**config.mk**
```make
export PLATFORM = sky130hd
export DESIGN_NAME = mss_sequencer
export DESIGN_NICKNAME = d
export VERILOG_FILES = /design/src/mss_pkg.sv /design/src/mss_sequencer.sv
export SDC_FILE = /design/constraint.sdc
export NUM_CORES = 1
export LEC_CHECK = 0
export CAP_MARGIN = 20
export CORE_ASPECT_RATIO = 0.8
export CORE_MARGIN = 8
export CORE_UTILIZATION = 55
export CTS_CLUSTER_DIAMETER = 150
export CTS_CLUSTER_SIZE = 30
export DETAILED_ROUTE_END_ITERATION = 8
export DONT_BUFFER_PORTS = 1
export GPL_TIMING_DRIVEN = 1
export HOLD_SLACK_MARGIN = 0.03
export PLACE_DENSITY = 0.7
export SYNTH_ARGS = -nofsm -noshare
export SYNTH_HDL_FRONTEND = slang
export SYNTH_SLANG_ARGS = --single-unit
```
**constraint.sdc**
```tcl
create_clock -name core_clk_i -period 7.6 [get_ports core_clk_i]
set_input_delay 0.38 -clock core_clk_i [delete_from_list [all_inputs] [get_ports core_clk_i]]
set_output_delay 0.38 -clock core_clk_i [all_outputs]
set_load 0.005 [all_outputs]
```
**src/mss_pkg.sv**
```systemverilog
// package for the motor starter sequencer: modes, states, timing constants, carriers
// assumes a 100 MHz core clock and settings held stable by the configuration logic
package mss_pkg;
	// ----------------------------------------
	// timing
	// ----------------------------------------
	localparam int unsigned CLK_HZ = 100000000;
	localparam int unsigned TICK_MS = 1;
	localparam int unsigned TICK_CYCLES = CLK_HZ / 1000 * TICK_MS;
	localparam int unsigned FEEDBACK_WAIT_MS = 1000;
	localparam int unsigned DRIVE_POWER_MS = 1000;
	localparam int unsigned STUCK_WAIT_MS = 1000;
	localparam int unsigned STAGE_GAP_MS = 20;
	localparam int unsigned HOUR_MS = 3600000;
	localparam int unsigned SEC_MS = 1000;
	localparam int unsigned DELAY_MIN_S = 1;
	localparam int unsigned DELAY_MAX_S = 125;
	localparam int unsigned STARTS_MIN = 1;
	localparam int unsigned STARTS_MAX = 40;
	localparam int unsigned MS_W = 22;
	localparam int unsigned SEC_W = 7;
	localparam int unsigned STARTS_W = 6;

	// ----------------------------------------
	// types
	// ----------------------------------------
	typedef enum logic [1:0] {
		MSS_MODE_RESISTOR,
		MSS_MODE_DRIVE,
		MSS_MODE_TAPPED_XFMR
	} mss_mode_t;

	typedef enum logic {
		MSS_WYE_FIRST_ORDER,
		MSS_SUPPLY_FIRST_ORDER
	} mss_order_t;

	typedef enum logic [3:0] {
		MSS_IDLE,
		MSS_RES_STAGE1,
		MSS_RES_RUN,
		MSS_DRV_POWER,
		MSS_DRV_ACCEL,
		MSS_DRV_RUN,
		MSS_DRV_DECEL,
		MSS_XF_FIRST,
		MSS_XF_TRANSITION,
		MSS_XF_GAP,
		MSS_XF_RUN
	} mss_state_t;

	typedef struct packed {
		logic stage1;
		logic stage2;
		logic aux;
	} mss_relays_t;

	typedef struct packed {
		logic [SEC_W-1:0] bypass_s;
		logic [SEC_W-1:0] accel_s;
		logic [SEC_W-1:0] decel_s;
		logic [SEC_W-1:0] transition_s;
		logic [STARTS_W-1:0] starts_per_hour;
		mss_order_t order;
		mss_mode_t mode;
	} mss_config_t;

	typedef struct packed {
		logic no_feedback;
		logic stuck_closed;
		logic drive_no_accel;
		logic drive_no_decel;
		logic starts_refused;
	} mss_alarms_t;
endpackage

```
**src/mss_sequencer.sv**
```systemverilog
// contactor sequencing for resistor, drive and tapped transformer starter modes
// assumes synchronous inputs, one-cycle command pulses and alarms cleared by alarm_clear_i
//
// Overview of operation
// resistor mode bypass delay, 1 to 125 s, separates stage-one and stage-two closing.
// resistor start closes stage one, waits bypass delay, then closes stage two.
// resistor stop or trip opens both stage relays.
// series resistor starter uses the identical resistor sequence.
// start accepted from serial link, switch input or keypad.
// resistor mode: closed stage without feedback in one second alarms, opens both.
// resistor mode: feedback held over one second after opening raises stuck alarm.
// drive start closes stage one, waits one second, closes stage two as run.
// after run, wait up to acceleration limit for stage-two feedback.
// drive stop opens stage two, waits for its feedback off, then opens stage one.
// drive mode: no stage-one feedback within one second alarms and opens both.
// stage-two feedback absent at acceleration limit raises drive acceleration alarm.
// stage-two feedback present at deceleration limit raises drive deceleration alarm.
// drive mode: stage-one feedback over one second after opening raises stuck alarm.
// transformer mode transition delay runs from stage-one close to its opening; wye-first order starts it at auxiliary close, 20 ms after stage one.
// transformer mode limits starts per hour to 1..40, refusing beyond.
// wye-first order: stage one, 20 ms, auxiliary, then transition delay.
// supply-first order: auxiliary, 20 ms, stage one, then transition delay.
// at transition end open stage one and auxiliary, wait 20 ms, close stage two.
// transformer mode stop or trip opens stage two.
// transformer auxiliary feedback comes from programmable input ten.
// transformer mode: missing feedback in one second alarms and opens all relays.
// transformer mode: feedback over one second after its relay opens raises stuck alarm.
// only the selected mode drives relays; all delays use a shared millisecond tick.
module mss_sequencer (
	// clock and reset
	input wire logic core_clk_i,
	input wire logic rst_i,
	// commands
	input wire logic start_serial_i,
	input wire logic start_switch_i,
	input wire logic start_keypad_i,
	input wire logic stop_i,
	input wire logic trip_i,
	input wire logic alarm_clear_i,
	// settings
	input wire mss_pkg::mss_config_t cfg_i,
	// feedback contacts
	input wire logic stage1_fb_i,
	input wire logic stage2_fb_i,
	input wire logic programmable_input_ten_i,
	// relay drives
	output mss_pkg::mss_relays_t relays_o,
	// alarms and status
	output mss_pkg::mss_alarms_t alarms_o,
	output logic running_o
);
	// ----------------------------------------
	// helpers
	// ----------------------------------------
	function automatic logic [mss_pkg::MS_W-1:0] sec_to_ms(input logic [mss_pkg::SEC_W-1:0] s);
		logic [mss_pkg::SEC_W-1:0] c;
		c = s;
		// settings outside the documented span are clamped
		if (c < mss_pkg::SEC_W'(mss_pkg::DELAY_MIN_S)) c = mss_pkg::SEC_W'(mss_pkg::DELAY_MIN_S);
		if (c > mss_pkg::SEC_W'(mss_pkg::DELAY_MAX_S)) c = mss_pkg::SEC_W'(mss_pkg::DELAY_MAX_S);
		return mss_pkg::MS_W'(c) * mss_pkg::MS_W'(mss_pkg::SEC_MS);
	endfunction

	localparam logic [mss_pkg::MS_W-1:0] FB_MS = mss_pkg::MS_W'(mss_pkg::FEEDBACK_WAIT_MS);
	localparam logic [mss_pkg::MS_W-1:0] PWR_MS = mss_pkg::MS_W'(mss_pkg::DRIVE_POWER_MS);
	localparam logic [mss_pkg::MS_W-1:0] STK_MS = mss_pkg::MS_W'(mss_pkg::STUCK_WAIT_MS);
	localparam logic [mss_pkg::MS_W-1:0] GAP_MS = mss_pkg::MS_W'(mss_pkg::STAGE_GAP_MS);
	localparam logic [mss_pkg::MS_W-1:0] HR_MS = mss_pkg::MS_W'(mss_pkg::HOUR_MS);

	// ----------------------------------------
	// millisecond tick
	// ----------------------------------------
	logic [16:0] tick_cnt;
	logic tick;
	always_ff @(posedge core_clk_i or posedge rst_i) begin
		if (rst_i) begin
			tick_cnt <= '0;
			tick <= 1'b0;
		end else if (tick_cnt == 17'(mss_pkg::TICK_CYCLES - 1)) begin
			tick_cnt <= '0;
			tick <= 1'b1;
		end else begin
			tick_cnt <= tick_cnt + 17'h1;
			tick <= 1'b0;
		end
	end

	// ----------------------------------------
	// commands and feedback
	// ----------------------------------------
	logic start_req;
	logic halt_req;
	logic fb1;
	logic fb2;
	logic fbx;
	assign start_req = start_serial_i | start_switch_i | start_keypad_i;
	assign halt_req = stop_i | trip_i;
	assign fb1 = stage1_fb_i;
	assign fb2 = stage2_fb_i;
	assign fbx = programmable_input_ten_i;

	// ----------------------------------------
	// starts-per-hour window
	// ----------------------------------------
	// a fixed hourly window is used instead of a rolling one: cheaper, slightly more permissive
	logic [mss_pkg::MS_W-1:0] hour_ms;
	logic [mss_pkg::STARTS_W-1:0] starts_cnt;
	logic [mss_pkg::STARTS_W-1:0] starts_lim;
	logic starts_ok;
	logic start_taken;
	assign starts_lim = (cfg_i.starts_per_hour < mss_pkg::STARTS_W'(mss_pkg::STARTS_MIN)) ?
		mss_pkg::STARTS_W'(mss_pkg::STARTS_MIN) :
		(cfg_i.starts_per_hour > mss_pkg::STARTS_W'(mss_pkg::STARTS_MAX)) ?
		mss_pkg::STARTS_W'(mss_pkg::STARTS_MAX) : cfg_i.starts_per_hour;
	assign starts_ok = starts_cnt < starts_lim;

	always_ff @(posedge core_clk_i or posedge rst_i) begin
		if (rst_i) begin
			hour_ms <= '0;
			starts_cnt <= '0;
		end else begin
			if (tick) begin
				hour_ms <= (hour_ms == HR_MS - 1'b1) ? '0 : hour_ms + 1'b1;
			end
			if (tick && hour_ms == HR_MS - 1'b1) begin
				starts_cnt <= start_taken ? mss_pkg::STARTS_W'(1) : '0;
			end else if (start_taken) begin
				starts_cnt <= starts_cnt + 1'b1;
			end
		end
	end

	// ----------------------------------------
	// sequence state machine
	// ----------------------------------------
	mss_pkg::mss_state_t state;
	mss_pkg::mss_state_t next_state;
	logic [mss_pkg::MS_W-1:0] seq_ms;
	logic [mss_pkg::MS_W-1:0] fb1_ms;
	logic [mss_pkg::MS_W-1:0] fb2_ms;
	logic [mss_pkg::MS_W-1:0] fbx_ms;
	logic no_fb;
	logic accel_fail;
	logic decel_fail;
	logic refused;
	mss_pkg::mss_relays_t next_relays;

	// a missing closing feedback wins over any command in the same cycle
	assign no_fb = (relays_o.stage1 && !fb1 && fb1_ms >= FB_MS) ||
		(cfg_i.mode == mss_pkg::MSS_MODE_RESISTOR && relays_o.stage2 && !fb2 && fb2_ms >= FB_MS) ||
		(cfg_i.mode == mss_pkg::MSS_MODE_TAPPED_XFMR && relays_o.stage2 && !fb2 && fb2_ms >= FB_MS) ||
		(cfg_i.mode == mss_pkg::MSS_MODE_TAPPED_XFMR && relays_o.aux && !fbx && fbx_ms >= FB_MS);

	always_comb begin
		next_state = state;
		start_taken = 1'b0;
		accel_fail = 1'b0;
		decel_fail = 1'b0;
		refused = 1'b0;
		if (no_fb) begin
			next_state = mss_pkg::MSS_IDLE;
		end else begin
			case (state)
				mss_pkg::MSS_IDLE: begin
					if (start_req && !halt_req) begin
						case (cfg_i.mode)
							mss_pkg::MSS_MODE_RESISTOR: next_state = mss_pkg::MSS_RES_STAGE1;
							mss_pkg::MSS_MODE_DRIVE: next_state = mss_pkg::MSS_DRV_POWER;
							mss_pkg::MSS_MODE_TAPPED_XFMR: begin
								if (starts_ok) begin
									next_state = mss_pkg::MSS_XF_FIRST;
									start_taken = 1'b1;
								end else begin
									refused = 1'b1;
								end
							end
							default: next_state = mss_pkg::MSS_IDLE;
						endcase
					end
				end
				mss_pkg::MSS_RES_STAGE1: begin
					if (halt_req) next_state = mss_pkg::MSS_IDLE;
					else if (seq_ms >= sec_to_ms(cfg_i.bypass_s)) next_state = mss_pkg::MSS_RES_RUN;
				end
				mss_pkg::MSS_RES_RUN: begin
					if (halt_req) next_state = mss_pkg::MSS_IDLE;
				end
				mss_pkg::MSS_DRV_POWER: begin
					if (halt_req) next_state = mss_pkg::MSS_DRV_DECEL;
					else if (seq_ms >= PWR_MS) next_state = mss_pkg::MSS_DRV_ACCEL;
				end
				mss_pkg::MSS_DRV_ACCEL: begin
					if (halt_req) next_state = mss_pkg::MSS_DRV_DECEL;
					else if (fb2) next_state = mss_pkg::MSS_DRV_RUN;
					else if (seq_ms >= sec_to_ms(cfg_i.accel_s)) begin
						accel_fail = 1'b1;
						next_state = mss_pkg::MSS_DRV_RUN;
					end
				end
				mss_pkg::MSS_DRV_RUN: begin
					if (halt_req) next_state = mss_pkg::MSS_DRV_DECEL;
				end
				mss_pkg::MSS_DRV_DECEL: begin
					if (!fb2) next_state = mss_pkg::MSS_IDLE;
					else if (seq_ms >= sec_to_ms(cfg_i.decel_s)) begin
						decel_fail = 1'b1;
						next_state = mss_pkg::MSS_IDLE;
					end
				end
				mss_pkg::MSS_XF_FIRST: begin
					if (halt_req) next_state = mss_pkg::MSS_IDLE;
					else if (seq_ms >= GAP_MS) next_state = mss_pkg::MSS_XF_TRANSITION;
				end
				mss_pkg::MSS_XF_TRANSITION: begin
					if (halt_req) next_state = mss_pkg::MSS_IDLE;
					else if (seq_ms >= sec_to_ms(cfg_i.transition_s)) next_state = mss_pkg::MSS_XF_GAP;
				end
				mss_pkg::MSS_XF_GAP: begin
					if (halt_req) next_state = mss_pkg::MSS_IDLE;
					else if (seq_ms >= GAP_MS) next_state = mss_pkg::MSS_XF_RUN;
				end
				mss_pkg::MSS_XF_RUN: begin
					if (halt_req) next_state = mss_pkg::MSS_IDLE;
				end
				default: next_state = mss_pkg::MSS_IDLE;
			endcase
		end
	end

	// relay pattern for each state
	always_comb begin
		next_relays = '0;
		case (next_state)
			mss_pkg::MSS_RES_STAGE1: next_relays.stage1 = 1'b1;
			mss_pkg::MSS_RES_RUN: next_relays = '{stage1: 1'b1, stage2: 1'b1, aux: 1'b0};
			mss_pkg::MSS_DRV_POWER: next_relays.stage1 = 1'b1;
			mss_pkg::MSS_DRV_ACCEL, mss_pkg::MSS_DRV_RUN: next_relays = '{stage1: 1'b1, stage2: 1'b1, aux: 1'b0};
			mss_pkg::MSS_DRV_DECEL: next_relays.stage1 = 1'b1;
			mss_pkg::MSS_XF_FIRST: begin
				next_relays.stage1 = (cfg_i.order == mss_pkg::MSS_WYE_FIRST_ORDER);
				next_relays.aux = (cfg_i.order == mss_pkg::MSS_SUPPLY_FIRST_ORDER);
			end
			mss_pkg::MSS_XF_TRANSITION: next_relays = '{stage1: 1'b1, stage2: 1'b0, aux: 1'b1};
			mss_pkg::MSS_XF_GAP: next_relays = '0;
			mss_pkg::MSS_XF_RUN: next_relays.stage2 = 1'b1;
			default: next_relays = '0;
		endcase
	end

	always_ff @(posedge core_clk_i or posedge rst_i) begin
		if (rst_i) begin
			state <= mss_pkg::MSS_IDLE;
			relays_o <= '0;
			running_o <= 1'b0;
		end else begin
			state <= next_state;
			relays_o <= next_relays;
			running_o <= next_state != mss_pkg::MSS_IDLE;
		end
	end

	// state timer, restarted on every state change
	always_ff @(posedge core_clk_i or posedge rst_i) begin
		if (rst_i) seq_ms <= '0;
		else if (next_state != state) seq_ms <= '0;
		else if (tick && seq_ms != '1) seq_ms <= seq_ms + 1'b1;
	end

	// ----------------------------------------
	// per-relay feedback timers
	// ----------------------------------------
	// each counts ms since its relay last changed; saturates so long runs never wrap
	always_ff @(posedge core_clk_i or posedge rst_i) begin
		if (rst_i) begin
			fb1_ms <= '0;
			fb2_ms <= '0;
			fbx_ms <= '0;
		end else begin
			if (next_relays.stage1 != relays_o.stage1) fb1_ms <= '0;
			else if (tick && fb1_ms != '1) fb1_ms <= fb1_ms + 1'b1;
			if (next_relays.stage2 != relays_o.stage2) fb2_ms <= '0;
			else if (tick && fb2_ms != '1) fb2_ms <= fb2_ms + 1'b1;
			if (next_relays.aux != relays_o.aux) fbx_ms <= '0;
			else if (tick && fbx_ms != '1) fbx_ms <= fbx_ms + 1'b1;
		end
	end

	// stuck detection; drive mode watches stage one only, its stage two being the run signal
	logic stuck;
	assign stuck = (!relays_o.stage1 && fb1 && fb1_ms > STK_MS) ||
		(cfg_i.mode != mss_pkg::MSS_MODE_DRIVE && !relays_o.stage2 && fb2 && fb2_ms > STK_MS) ||
		(cfg_i.mode == mss_pkg::MSS_MODE_TAPPED_XFMR && !relays_o.aux && fbx && fbx_ms > STK_MS);

	// ----------------------------------------
	// sticky alarms, set beats clear
	// ----------------------------------------
	always_ff @(posedge core_clk_i or posedge rst_i) begin
		if (rst_i) begin
			alarms_o <= '0;
		end else begin
			alarms_o.no_feedback <= no_fb | (alarms_o.no_feedback & ~alarm_clear_i);
			alarms_o.stuck_closed <= stuck | (alarms_o.stuck_closed & ~alarm_clear_i);
			alarms_o.drive_no_accel <= accel_fail | (alarms_o.drive_no_accel & ~alarm_clear_i);
			alarms_o.drive_no_decel <= decel_fail | (alarms_o.drive_no_decel & ~alarm_clear_i);
			alarms_o.starts_refused <= refused | (alarms_o.starts_refused & ~alarm_clear_i);
		end
	end
endmodule

```
==> out/qor.txt <==
Starting DRT DRC Count: 783
Max Clock Skew: 0.008489 ns
Buffers on Ports: 0
data required time of the critical path: 7.94 ns
Seq/Total Area, Yosys: 0.2537
overflow left after global routing: 0
biggest cell delay along the critical path: 0.52 ns
number of pins exceeding their max-slew limit in the final report: 0
arrival time at the worst endpoint: 7.52 ns
shortest period the worst path allows: 7.173 ns
Critical Path Sink Type: flip-flop
die outline height: 161.2 um
hold violation total from the final report: 0
filler cell count: 2,314
transition at the pin with the smallest max-transition slack: 1.112 ns
area added between synthesis and finish: 7.490%
CTS Buf Count: 17
Total Die Area: 31,850 um^2
All-Layer GR Usage: 0.2011
mapped cell area: 14,500 um^2
cell depth of the worst hold path: 1
share of the cycle needed by the critical path after routing: 0.9439
cell family with the largest share of critical-path delay: compound AO/OA/AOI/OAI gates
count of maximum capacitance violations: 0
Static Leak: 7.583 nW
DR pass1 iterations: 5
DRC: 0
total number of vias: 11.13k
TritonCTS clock tree: done
register-to-register setup slack: 3.88 ns
wire length of the first global-routing pass: 53.47 mm
hold_ws: 0.04985 ns
final setup slack of the worst path: 0.4267 ns
site row count: 53
cells after synthesis: 1,638
clock sinks: 147
x dimension of the die: 197.5 um
EDFF count, synth: 0
final antenna-violating net count: 0
unrepaired setup endpoints after global routing: true
number of buffers and inverters on the critical path: 5
I/O Pins: 57
number of global-route vias before repair: 11.06k
clock transition time at the flip-flop clock pins of the worst setup and hold paths: 0.06 ns
syn nets: 1,962
critical path startpoint category: input pin
launch instance of the worst min-delay path: alarm_clear_i
Yosys warnings: 0
total half-perimeter wirelength after legalization and detailed placement: 23.69 mm
Main synth FF type: sky130_fd_sc_hd__dfrtp_1
Initial Util: 0.5549
worst flop-to-flop path startpoint: seq_ms[18]
root buffer selected by CTS: sky130_fd_sc_hd__clkbuf_16
worst reg2reg path depth: 11
reg2reg end: fbx_ms[14]
per-cell via count in the routed design: 5.569
CORE AREA: 26,130 um^2
maximum number of pins on one net before global-route repair: 91
Routed WL per cell: 15.31 um
proportion of layout cells with a drive suffix above 1: 0.05789
maximum clock path buffer count: 2
worst-skew pair later-pin latency: 0.44 ns
kind of critical path: input pin to flip-flop
VDD IR-drop max: 0.1730 mV
overall power consumption: 3.826 mW
final count of negative-setup-slack endpoints: 0
highest-delay cell along the critical path: sky130_fd_sc_hd__fa_1
normalized max-slew margin: 0.2492
Yosys cell types: 76
global placement routability congestion: 0.9152
total power density per cell area: 245.5 nW/um^2
Highest Clock Rate: 139.4 MHz
n_diodes: 0
sum of negative setup slack: 0 ns
maximum fanout encountered on the critical timing path: 14
final WL: 30.58 mm
number of antenna violations at the first check in global routing: 0
Hold Path End: alarms_o[2]
status: finished, final reports clean
class of the most critical hold timing path: input pin to flip-flop
Post-synth ARST share: 1.000
flip-flop and latch count after synthesis: 147
Avg Synthesized Cell Area: 8.852 um^2
Nets: 1,952
total number of H-tree levels: 4
worst slack after detailed placement: -0.2050 ns
per-stage QoR:
step	instances	instance area (um^2)	utilization
CTS	1995	15530	0.5944
global placement	1961	14920	0.5710
detailed placement	1961	14920	0.5710
finish	1998	15580	0.5965
global route	1998	15580	0.5965
floorplan	1638	14500	-
state kept, by name (all words and copies together), names as in the netlist:
| signal | count |
|---|---|
| fb1_ms | 22 |
| fb2_ms | 22 |
| fbx_ms | 22 |
| hour_ms | 22 |
| seq_ms | 22 |
| tick_cnt | 17 |
| starts_cnt | 6 |
| alarms_o | 5 |
| state | 4 |
| relays_o | 3 |
| running_o | 1 |
| tick | 1 |
synthesized netlist by cell type, types with 5 or more instances:
master | instances | share of area
sky130_fd_sc_hd__inv_1 | 216 | 0.056
sky130_fd_sc_hd__ha_1 | 208 | 0.18
sky130_fd_sc_hd__dfrtp_1 | 147 | 0.25
sky130_fd_sc_hd__nor2_1 | 131 | 0.034
sky130_fd_sc_hd__nand2_1 | 100 | 0.026
sky130_fd_sc_hd__xnor2_1 | 82 | 0.050
sky130_fd_sc_hd__o21ai_0 | 74 | 0.026
sky130_fd_sc_hd__xor2_1 | 72 | 0.043
sky130_fd_sc_hd__fa_1 | 68 | 0.094
sky130_fd_sc_hd__nand3_1 | 56 | 0.019
sky130_fd_sc_hd__clkbuf_1 | 52 | 0.013
sky130_fd_sc_hd__a21oi_1 | 50 | 0.017
sky130_fd_sc_hd__nor3_1 | 44 | 0.015
sky130_fd_sc_hd__nand4_1 | 38 | 0.016
sky130_fd_sc_hd__nand2b_1 | 36 | 0.016
sky130_fd_sc_hd__nor4_1 | 33 | 0.014
sky130_fd_sc_hd__and3_1 | 28 | 0.012
sky130_fd_sc_hd__nor2b_1 | 18 | 0.0078
sky130_fd_sc_hd__a21o_1 | 13 | 0.0067
sky130_fd_sc_hd__mux2i_1 | 13 | 0.0090
sky130_fd_sc_hd__or4_1 | 12 | 0.0062
sky130_fd_sc_hd__and2_1 | 10 | 0.0043
sky130_fd_sc_hd__and4_1 | 10 | 0.0060
sky130_fd_sc_hd__or3_1 | 9 | 0.0039
sky130_fd_sc_hd__o31ai_1 | 8 | 0.0041
sky130_fd_sc_hd__nor3b_1 | 6 | 0.0031
sky130_fd_sc_hd__a21boi_0 | 5 | 0.0026
sky130_fd_sc_hd__buf_2 | 5 | 0.0017
sky130_fd_sc_hd__buf_6 | 5 | 0.0039
sky130_fd_sc_hd__nor3_2 | 5 | 0.0035
worst max path at each step:
| stage | end | cells past startpoint | slack, ns | startpoint |
|---|---|---|---|---|
| 2_1_floorplan | fbx_ms[3] | 30 | 0.12 | cfg_i[28] |
| 3_3_place_gp | fbx_ms[16] | 29 | 0.001 | cfg_i[25] |
| 3_5_place_dp | fbx_ms[14] | 29 | -0.20 | cfg_i[25] |
| 4_1_cts | fbx_ms[14] | 29 | 0.22 | cfg_i[25] |
| 5_1_grt | fb1_ms[20] | 30 | -0.02 | cfg_i[18] |
| 6_report | fbx_ms[14] | 30 | 0.43 | cfg_i[25] |
kinds of logic after synthesis:
logic type      Yosys count  synth area share
xor+xnor                154           0.09303
flops                   147            0.2537
compound gates          211           0.09553
simple gates            553            0.1969
buf+inv                 281           0.07585
fa+ha+maj               276            0.2734
mux                      16           0.01156
report_power, final:
part           total (mW)  internal (mW)  switching, mW  leakage [nW]
sequential          0.947          0.852         0.0950          1.96
combinational        2.03          0.868           1.16          5.35
clock               0.853          0.495          0.359         0.276
total                3.83           2.21           1.61          7.58
layout by cell type, fill, tap and decap left out, types with 5 or more instances in the layout:
master,count
sky130_fd_sc_hd__inv_1,215
sky130_fd_sc_hd__ha_1,208
sky130_fd_sc_hd__dfrtp_1,147
sky130_fd_sc_hd__nor2_1,131
sky130_fd_sc_hd__nand2_1,100
sky130_fd_sc_hd__xnor2_1,82
sky130_fd_sc_hd__o21ai_0,73
sky130_fd_sc_hd__xor2_1,72
sky130_fd_sc_hd__fa_1,68
sky130_fd_sc_hd__nand3_1,56
sky130_fd_sc_hd__a21oi_1,49
sky130_fd_sc_hd__nor3_1,44
sky130_fd_sc_hd__nand4_1,38
sky130_fd_sc_hd__nand2b_1,36
sky130_fd_sc_hd__nor4_1,32
sky130_fd_sc_hd__buf_4,31
sky130_fd_sc_hd__and3_1,27
sky130_fd_sc_hd__nor2b_1,17
sky130_fd_sc_hd__clkbuf_16,17
sky130_fd_sc_hd__a21o_1,13
sky130_fd_sc_hd__mux2i_1,13
sky130_fd_sc_hd__or4_1,12
sky130_fd_sc_hd__and4_1,10
sky130_fd_sc_hd__and2_1,10
sky130_fd_sc_hd__or3_1,9
sky130_fd_sc_hd__o31ai_1,8
sky130_fd_sc_hd__nor3b_1,6
sky130_fd_sc_hd__nor3_2,5
sky130_fd_sc_hd__inv_6,5
sky130_fd_sc_hd__clkinvlp_4,5
layer usage:
layer | wire [um] | GRT usage | part of all wire
met3 | 1503 | 0.04055 | 0.049
met2 | 13200 | 0.3005 | 0.43
met5 | 0 | 0 | 0
met1 | 15320 | 0.2934 | 0.50
met4 | 561 | 0.05083 | 0.018
layout make-up:
| type | count | area, um^2 | area share |
|---|---|---|---|
| Tap cell | 357 | 446.7 | 0.02866 |
| Clock inverter | 14 | 151.4 | 0.009714 |
| Inverter | 216 | 815.8 | 0.05234 |
| Clock buffer | 18 | 439.2 | 0.02818 |
| Sequential cell | 147 | 3679 | 0.2360 |
| Multi-Input combinational cell | 1210 | 9756 | 0.6260 |
| Timing Repair Buffer | 36 | 297.8 | 0.01911 |
what timing repair did:
item,in CTS,in global routing
hold buffers,2,0
hold endpoints to repair,90,0
resized for setup,0,9
setup buffers,0,2
endpoints found under the setup margin,0,88
(Power assumes the default switching activity.)
